$ cat src/logic/gpio_cfg_defines.svh
// offsets, field positions, reset values and masks of the pin configuration block
`ifndef GPIO_CFG_DEFINES_SVH
`define GPIO_CFG_DEFINES_SVH

// ==================================================
// register offsets
`define ADDR_SHARED_CFG     8'h07
`define ADDR_GROUP_LOW      8'h08
`define ADDR_GROUP_SECOND   8'h09

// ==================================================
// reset values
`define RESET_SHARED_CFG    8'h00
`define RESET_GROUP_LOW     8'h00
`define RESET_GROUP_SECOND  8'h00

// ==================================================
// shared register fields
`define BIT_PIN16_SEL       0
`define BIT_INTR_CLEAR      1
`define BIT_VREF_SEL        2
`define BIT_PIN16_DIR       6
`define BIT_PIN16_POL       7
`define SHARED_WRITE_MASK   8'hc7
`define READ_ZERO           8'h00

`endif

$ cat src/logic/gpio_cfg_pkg.sv
// types shared by the pin configuration block
`default_nettype none
package gpio_cfg_pkg;

  // one register access from the management interface
  typedef struct packed {
    logic       wr;
    logic       rd;
    logic [7:0] addr;
    logic [7:0] wdata;
  } reg_req_t;

  // register answer
  typedef struct packed {
    logic       valid;
    logic [7:0] data;
  } reg_rsp_t;

endpackage
`default_nettype wire

$ cat src/logic/gpio_pin_configuration.sv
// pin configuration registers, pin 16 multiplexing and intrusion latch
//
// Overview of operation
// [RULE1] shared bit 0: 1 = pin 16, 0 = alarm
// [RULE2] writing 1 to bit 1 clears intrusion latch
// [RULE3] clear bit holds until software writes 0
// [RULE4] bit 2 selects 1.82 V or 2.5 V reference
// [RULE5] shared bits 5 to 3 read zero
// [RULE6] bit 6 sets pin 16 direction
// [RULE7] bit 7 sets pin 16 polarity
// [RULE8] low group at 08h, resets to 00h
// [RULE9] even bits set direction of pins 0-3
// [RULE10] odd bits set polarity of pins 0-3
// [RULE11] second group resets to 00h, inputs active low
// [RULE12] even bits set direction of pins 4-7
// [RULE13] odd bits set polarity of pins 4-7
// [RULE14] shared register at 07h, resets to 00h
// [RULE15] polarity applied both ways, driver by direction
// [RULE16] pin 16 settings apply only in pin mode
`timescale 1ns/1ps
`default_nettype none
`include "gpio_cfg_defines.svh"

module gpio_pin_configuration (
  input  wire logic                     clk_in,
  input  wire logic                     rstn_in,
  input  wire gpio_cfg_pkg::reg_req_t   reg_req_in,
  output var  gpio_cfg_pkg::reg_rsp_t   reg_rsp_out,
  input  wire logic [7:0]               user_pin_in,
  output logic      [7:0]               user_pin_out,
  output logic      [7:0]               user_pin_oe_out,
  input  wire logic [7:0]               user_value_in,
  output logic      [7:0]               user_value_out,
  input  wire logic                     user_pin_16_in,
  output logic                          user_pin_16_out,
  output logic                          user_pin_16_oe_out,
  input  wire logic                     user_value_16_in,
  output logic                          user_value_16_out,
  input  wire logic                     thermal_alarm_in,
  input  wire logic                     intrusion_event_in,
  output logic                          chassis_intrusion_latch_out,
  output logic                          vref_select_out
);

  // ==================================================
  // register file
  logic [7:0] shared_cfg;
  logic [7:0] group_low;
  logic [7:0] group_second;
  logic [7:0] next_shared_cfg;
  logic [7:0] next_group_low;
  logic [7:0] next_group_second;
  gpio_cfg_pkg::reg_rsp_t next_rsp;
  logic       clear_write;

  always_comb begin
    next_shared_cfg   = shared_cfg;
    next_group_low    = group_low;
    next_group_second = group_second;
    next_rsp.valid    = reg_req_in.rd;
    next_rsp.data     = `READ_ZERO;
    clear_write       = 1'b0;
    if (reg_req_in.wr) begin
      case (reg_req_in.addr)
        // [RULE3] [RULE14] shared write, clear bit kept
        `ADDR_SHARED_CFG: begin
          // unused bits never stored, so they read zero
          next_shared_cfg = reg_req_in.wdata & `SHARED_WRITE_MASK;
          clear_write     = reg_req_in.wdata[`BIT_INTR_CLEAR];
        end
        // [RULE8] low group write
        `ADDR_GROUP_LOW: begin
          next_group_low = reg_req_in.wdata;
        end
        // [RULE11] second group write
        `ADDR_GROUP_SECOND: begin
          next_group_second = reg_req_in.wdata;
        end
        default: begin
          next_group_low = group_low;
        end
      endcase
    end
    if (reg_req_in.rd) begin
      case (reg_req_in.addr)
        // [RULE5] unused bits masked
        `ADDR_SHARED_CFG:   next_rsp.data = shared_cfg & `SHARED_WRITE_MASK;
        `ADDR_GROUP_LOW:    next_rsp.data = group_low;
        `ADDR_GROUP_SECOND: next_rsp.data = group_second;
        default:            next_rsp.data = `READ_ZERO;
      endcase
    end
  end

  always_ff @(posedge clk_in or negedge rstn_in) begin
    if (!rstn_in) begin
      shared_cfg   <= `RESET_SHARED_CFG;
      group_low    <= `RESET_GROUP_LOW;
      group_second <= `RESET_GROUP_SECOND;
      reg_rsp_out  <= '0;
    end else begin
      shared_cfg   <= next_shared_cfg;
      group_low    <= next_group_low;
      group_second <= next_group_second;
      reg_rsp_out  <= next_rsp;
    end
  end

  // ==================================================
  // intrusion latch and reference select
  logic next_latch;
  logic next_vref;

  always_comb begin
    // [RULE2] clear on write of 1, a same-cycle event still wins
    next_latch = intrusion_event_in |
                 (chassis_intrusion_latch_out & ~clear_write);
    // [RULE4] reference level select
    next_vref  = shared_cfg[`BIT_VREF_SEL];
  end

  always_ff @(posedge clk_in or negedge rstn_in) begin
    if (!rstn_in) begin
      chassis_intrusion_latch_out <= 1'b0;
      vref_select_out             <= 1'b0;
    end else begin
      chassis_intrusion_latch_out <= next_latch;
      vref_select_out             <= next_vref;
    end
  end

  // ==================================================
  // pins 0 to 7
  logic [15:0] pin_cfg;
  logic [7:0]  pin_dir;
  logic [7:0]  pin_pol;
  logic [7:0]  next_pin_out;
  logic [7:0]  next_pin_oe;
  logic [7:0]  next_value;

  assign pin_cfg = {group_second, group_low};

  genvar gi;
  generate
    for (gi = 0; gi < 8; gi++) begin : g_pin
      // [RULE9] [RULE12] direction on even bits
      assign pin_dir[gi]      = pin_cfg[2*gi];
      // [RULE10] [RULE13] polarity on odd bits
      assign pin_pol[gi]      = pin_cfg[2*gi+1];
      // [RULE15] active low inverts both ways
      assign next_pin_out[gi] = user_value_in[gi] ^ ~pin_pol[gi];
      assign next_pin_oe[gi]  = pin_dir[gi];
      assign next_value[gi]   = user_pin_in[gi] ^ ~pin_pol[gi];
    end
  endgenerate

  always_ff @(posedge clk_in or negedge rstn_in) begin
    if (!rstn_in) begin
      user_pin_out    <= '0;
      user_pin_oe_out <= '0;
      user_value_out  <= '0;
    end else begin
      user_pin_out    <= next_pin_out;
      user_pin_oe_out <= next_pin_oe;
      user_value_out  <= next_value;
    end
  end

  // ==================================================
  // multiplexed pin 16
  logic sel16;
  logic dir16;
  logic pol16;
  logic next_p16_out;
  logic next_p16_oe;
  logic next_value16;

  always_comb begin
    sel16        = shared_cfg[`BIT_PIN16_SEL];
    dir16        = shared_cfg[`BIT_PIN16_DIR];
    pol16        = shared_cfg[`BIT_PIN16_POL];
    // alarm mode: pin driven low while the alarm is active
    next_p16_out = ~thermal_alarm_in;
    next_p16_oe  = 1'b1;
    next_value16 = 1'b0;
    // [RULE1] [RULE16] general-purpose mode
    if (sel16) begin
      // [RULE6] [RULE7] direction and polarity
      next_p16_out = user_value_16_in ^ ~pol16;
      next_p16_oe  = dir16;
      next_value16 = user_pin_16_in ^ ~pol16;
    end
  end

  always_ff @(posedge clk_in or negedge rstn_in) begin
    if (!rstn_in) begin
      user_pin_16_out    <= 1'b0;
      user_pin_16_oe_out <= 1'b0;
      user_value_16_out  <= 1'b0;
    end else begin
      user_pin_16_out    <= next_p16_out;
      user_pin_16_oe_out <= next_p16_oe;
      user_value_16_out  <= next_value16;
    end
  end
endmodule
`default_nettype wire

$ cat config.mk
export PLATFORM = sky130hd
export DESIGN_NAME = gpio_pin_configuration
export DESIGN_NICKNAME = d
export VERILOG_FILES = /design/src/logic/gpio_cfg_pkg.sv /design/src/logic/gpio_pin_configuration.sv
export VERILOG_INCLUDE_DIRS = /design/src /design/src/logic
export SDC_FILE = /design/constraint.sdc
export NUM_CORES = 1
export LEC_CHECK = 0
export BUFFER_PORTS_ARGS = -buffer_cell sky130_fd_sc_hd__buf_2
export CAP_MARGIN = 10
export CELL_PAD_IN_SITES_DETAIL_PLACEMENT = 0
export CELL_PAD_IN_SITES_GLOBAL_PLACEMENT = 1
export CORE_MARGIN = 2
export CORE_UTILIZATION = 35
export CTS_CLUSTER_DIAMETER = 120
export DETAILED_ROUTE_END_ITERATION = 8
export PLACE_DENSITY_LB_ADDON = 0.1
export SYNTH_ARGS = -nofsm -noshare
export SYNTH_HDL_FRONTEND = slang
export SYNTH_SLANG_ARGS = --single-unit
export TNS_END_PERCENT = 100
$ cat constraint.sdc
create_clock -name clk_in -period 1 [get_ports clk_in]
set_clock_uncertainty 0.2 [all_clocks]
set_input_delay 0 -clock clk_in [delete_from_list [all_inputs] [get_ports clk_in]]
set_output_delay 0 -clock clk_in [all_outputs]
set_load 0.02 [all_outputs]
==> flow_results.xml <==
<?xml version="1.0" encoding="UTF-8"?>
<metrics>
  <group name="global_route">
    <metric name="grt_use_met3" unit="%">3.877</metric>
    <metric name="grt.busiest_layer" unit="">met2</metric>
    <metric name="grt_start_max_net_pins" unit="">60</metric>
    <metric name="grtUsageMet1" unit="%">17.90</metric>
    <metric name="number_of_antenna_violations_at_the_first_check_in_global_routing" unit="">0</metric>
    <metric name="gr_usage_total" unit="%">16.42</metric>
    <metric name="vias_in_the_first_global_route" unit="">1808</metric>
    <metric name="met2_usage" unit="%">28.89</metric>
    <metric name="grt_first_pass_wirelength" unit="um">8707</metric>
    <metric name="grt_remaining_overflow" unit="">0</metric>
  </group>
  <group name="min_path">
    <metric name="min_path_type" unit="">input pin to flop</metric>
    <metric name="holdCritStartpoint" unit="">reg_req_in[8]</metric>
    <metric name="hold_end" unit="">reg_rsp_out[1]</metric>
    <metric name="min_path_cells" unit="">3</metric>
  </group>
  <group name="clocking">
    <metric name="h-tree-depth" unit="">3</metric>
    <metric name="post_cts_clock_slew_at_the_launch_and_capture_registers_of_the_worst_setup_and_hold_paths" unit="ns">0.06</metric>
    <metric name="cts_buffer_depth" unit="">2</metric>
    <metric name="cts_num_sinks" unit="">59</metric>
    <metric name="ctsRootBufferMaster" unit="">clkbuf_8</metric>
    <metric name="cts_tree" unit="">yes</metric>
    <metric name="clk_latency" unit="ns">0.33</metric>
    <metric name="tritoncts.num_buffers" unit="">9</metric>
  </group>
  <group name="yosys">
    <metric name="synth.top_cells.by_area" unit="">dfrtp_1 (67%), mux2_2 (11%), xnor2_1 (7.2%)</metric>
    <metric name="postSynth.asyncResetShare" unit="%">100.0</metric>
    <metric name="syn-mean-instance-area" unit="um2">15.87</metric>
    <metric name="yosysSeqAreaShare" unit="%">67.43</metric>
    <metric name="count_of_state_elements_after_synthesis" unit="">59</metric>
    <metric name="yosysTopAreaCellShare" unit="%">67.43</metric>
    <metric name="synth.distinct_cells" unit="">26</metric>
    <metric name="synth_flop_cell" unit="">dfrtp_1</metric>
    <metric name="syn_nets" unit="">178</metric>
    <metric name="cell_type_with_the_highest_aggregate_area_in_the_netlist" unit="">dfrtp_1</metric>
    <metric name="syn-instance-count" unit="">138</metric>
    <metric name="synth.cell_area" unit="um2">2190</metric>
    <metric name="synth_enable_flop_cells" unit="">0</metric>
    <metric name="ys_warn_count" unit="">0</metric>
  </group>
  <group name="sta">
    <metric name="fin_hold_ws" unit="ns">-0.1740</metric>
    <metric name="timing.final.crit_period" unit="ns">1.152</metric>
    <metric name="post-route-worst-setup-slack" unit="ns">-0.1518</metric>
    <metric name="setup_repair_after_global_routing_missed_its_margin" unit="">yes</metric>
    <metric name="fin_crit_sh" unit="%">115.2</metric>
    <metric name="timing.slew.headroom" unit="%">79.10</metric>
    <metric name="worst_slew_pin_slew" unit="ns">0.3135</metric>
    <metric name="final-max-slew-violation-count" unit="">0</metric>
    <metric name="hold_violations" unit="">17</metric>
    <metric name="max_freq" unit="MHz">868.2</metric>
    <metric name="finalSetupViolations" unit="">64</metric>
  </group>
  <group name="worst_setup_path">
    <metric name="regToRegEndpoint" unit="">reg_rsp_out[6]</metric>
    <metric name="number_of_buffer_and_inverter_stages_on_the_critical_path" unit="">0</metric>
    <metric name="reg2reg_slack" unit="ns">-0.15</metric>
    <metric name="worstSetupPathType" unit="">flop to flop</metric>
    <metric name="slowest_stage" unit="">dfrtp_1</metric>
    <metric name="r2r.worst_path.cells" unit="">3</metric>
    <metric name="crit_path_start_kind" unit="">flop</metric>
    <metric name="critical_path.max_stage_delay" unit="ns">0.39</metric>
    <metric name="rr_startpoint" unit="">group_low[6]</metric>
    <metric name="crit_path_cell_trace" unit="">mux2_2 &gt; a22oi_2 &gt; nor2_1</metric>
    <metric name="worstSetupEndpointType" unit="">flop</metric>
    <metric name="cpLargestDelayFamily" unit="">flip-flops</metric>
    <metric name="crit_cells" unit="">3</metric>
    <metric name="worst-endpoint-arrival" unit="ns">1.17</metric>
    <metric name="crit_path_max_fanout" unit="">2</metric>
    <metric name="worst-endpoint-required" unit="ns">1.02</metric>
  </group>
  <group name="detailed_routing">
    <metric name="wl" unit="um">5351</metric>
    <metric name="drt-wirelength-per-cell" unit="um">14.58</metric>
    <metric name="drtAntennaViolNets" unit="">0</metric>
    <metric name="num_vias" unit="">1660</metric>
    <metric name="detail_route.vias_per_cell" unit="">4.523</metric>
    <metric name="starting_drc_count_in_detailed_routing" unit="">27</metric>
    <metric name="dr.pass1.iters" unit="">4</metric>
    <metric name="post-route-drc-count" unit="">0</metric>
  </group>
  <group name="power_and_ir_drop">
    <metric name="p_per_area" unit="nW/um2">1512</metric>
    <metric name="ir_drop" unit="mV">0.8930</metric>
    <metric name="cellLeakagePower" unit="nW">1.879</metric>
    <metric name="total_power_consumption" unit="W">0.005875</metric>
  </group>
  <group name="floorplan">
    <metric name="design.portCount" unit="">78</metric>
    <metric name="total_core_area" unit="um2">5991</metric>
    <metric name="floorplan.die_area" unit="um2">6905</metric>
    <metric name="chipWidth" unit="um">83.10</metric>
    <metric name="initial_core_util" unit="%">36.55</metric>
    <metric name="std_cell_rows" unit="">28</metric>
    <metric name="die_height" unit="um">83.10</metric>
  </group>
  <group name="cells_and_area">
    <metric name="areaGrowthSynthToFinish" unit="%">77.43</metric>
    <metric name="antenna_diodes" unit="">0</metric>
    <metric name="fillerInstances" unit="">434</metric>
    <metric name="num-nets-final" unit="">327</metric>
    <metric name="layout-drive-gt1-share" unit="%">59.25</metric>
    <metric name="layout.cell_area.non_filler" unit="um2">3885</metric>
  </group>
  <group name="run_status">
    <metric name="violations" unit="">hold timing, setup timing</metric>
    <metric name="status" unit="">complete, but fails checks</metric>
  </group>
  <group name="placed_design">
    <metric name="hpwlAfterDp" unit="um">3600</metric>
    <metric name="detailed_place.area" unit="um2">2879</metric>
    <metric name="placer_congestion_estimate" unit="">0.7656</metric>
    <metric name="io_buffer_count" unit="">77</metric>
  </group>
  <group name="flow_run">
    <metric name="drv.max_cap_violation_count" unit="">0</metric>
  </group>
</metrics>
==> placed cells by master, fill, tap and decap left out, drive strengths merged, types with 2 or more instances in the layout <==
cell type | synthesis | layout
xnor2 | 18 | 18
dlygate4sd3 | 0 | 30
buf | 3 | 111
nand2 | 2 | 2
dfrtp | 59 | 59
bufinv | 0 | 2
a211oi | 8 | 8
clkbuf | 0 | 11
a22oi | 5 | 5
nand4 | 2 | 2
mux2 | 21 | 21
nor3 | 3 | 3
clkinv | 0 | 3
mux2i | 3 | 3
==> report_power, final <==
part	total, W	switching [W]	internal, W
clock network	0.00243	0.000905	0.00153
registers	0.00259	0.0000760	0.00251
logic	0.000856	0.000364	0.000492
total	0.00588	0.00135	0.00453
==> kinds of logic after synthesis <==
group / share of synthesized area (%)
and+or+nand+nor: 6.914
buffers and inverters: 0.8001
xor gates and xnor gates: 7.200
AOI/OAI and AO/OA: 5.486
DFF: 67.43
muxes: 12.17
==> sequential cells by signal (all words and copies together), names as in the netlist <==
signal and flops:
chassis_intrusion_latch_out 1, group_low 8, group_second 8, reg_rsp_out 9
shared_cfg 5, user_pin_16_oe_out 1, user_pin_16_out 1, user_pin_oe_out 8
user_pin_out 8, user_value_16_out 1, user_value_out 8, vref_select_out 1
==> metrics by stage <==
step,util [%],cells,setup TNS [ns],setup WS (ns)
floorplan,-,138,-5.733,-0.2712
global route,64.85,367,-5.150,-0.2044
CTS,62.43,362,-3.613,-0.1433
finish,64.85,367,-2.761,-0.1518
global placement,48.06,314,-11.51,-0.4735
detailed placement,48.06,314,-11.81,-0.4837
==> worst max-delay path by stage <==
| stage | startpoint | end | slack, ns |
|---|---|---|---|
| 2_1_floorplan | reg_req_in[13] | group_low[0] | -0.27 |
| 6_report | group_low[6] | reg_rsp_out[6] | -0.15 |
| 3_3_place_gp | reg_req_in[13] | shared_cfg[2] | -0.47 |
| 3_5_place_dp | reg_req_in[13] | shared_cfg[7] | -0.48 |
| 4_1_cts | group_second[6] | reg_rsp_out[6] | -0.14 |
| 5_1_grt | group_second[6] | reg_rsp_out[6] | -0.20 |
==> per-layer routing <==
layer	vias up	routed length, um
met5	-	0
met4	0	102
met3	8	223
met2	45	2927
met1	818	2097
li1	789	-
==> cells in the mapped netlist, types with 2 or more instances <==
| master | number |
|---|---|
| mux2i_1 | 3 |
| nand2_1 | 2 |
| xnor2_1 | 18 |
| mux2_2 | 21 |
| dfrtp_1 | 59 |
| a211oi_1 | 8 |
| a22oi_1 | 5 |
| buf_2 | 2 |
| nor3_1 | 3 |
==> worst min-delay path, cell delays in order <==
cell	delay (ns)
buf_2	0.13
buf_12	0.12
a211oi_1	0.06
==> area by class of cell <==
class                   count  area [um2]  share of cell area (%)
clock buffers              11       151.4                   3.897
well taps                  75       93.84                   2.415
repair buffers            141        1261                   32.46
clock inverters             5       75.07                   1.932
flip-flops and latches     59        1476                   38.00
multi-input cells          76       827.0                   21.29
==> what timing repair did <==
item                                    CTS  global route
setup buffers                             2             6
pin swaps                                 5             9
hold endpoints to repair                108            14
gates resized for setup                  92            23
hold buffers                             30             1
endpoints found under the setup margin   66            72
Note: power is estimated with default switching activity, not from simulation.
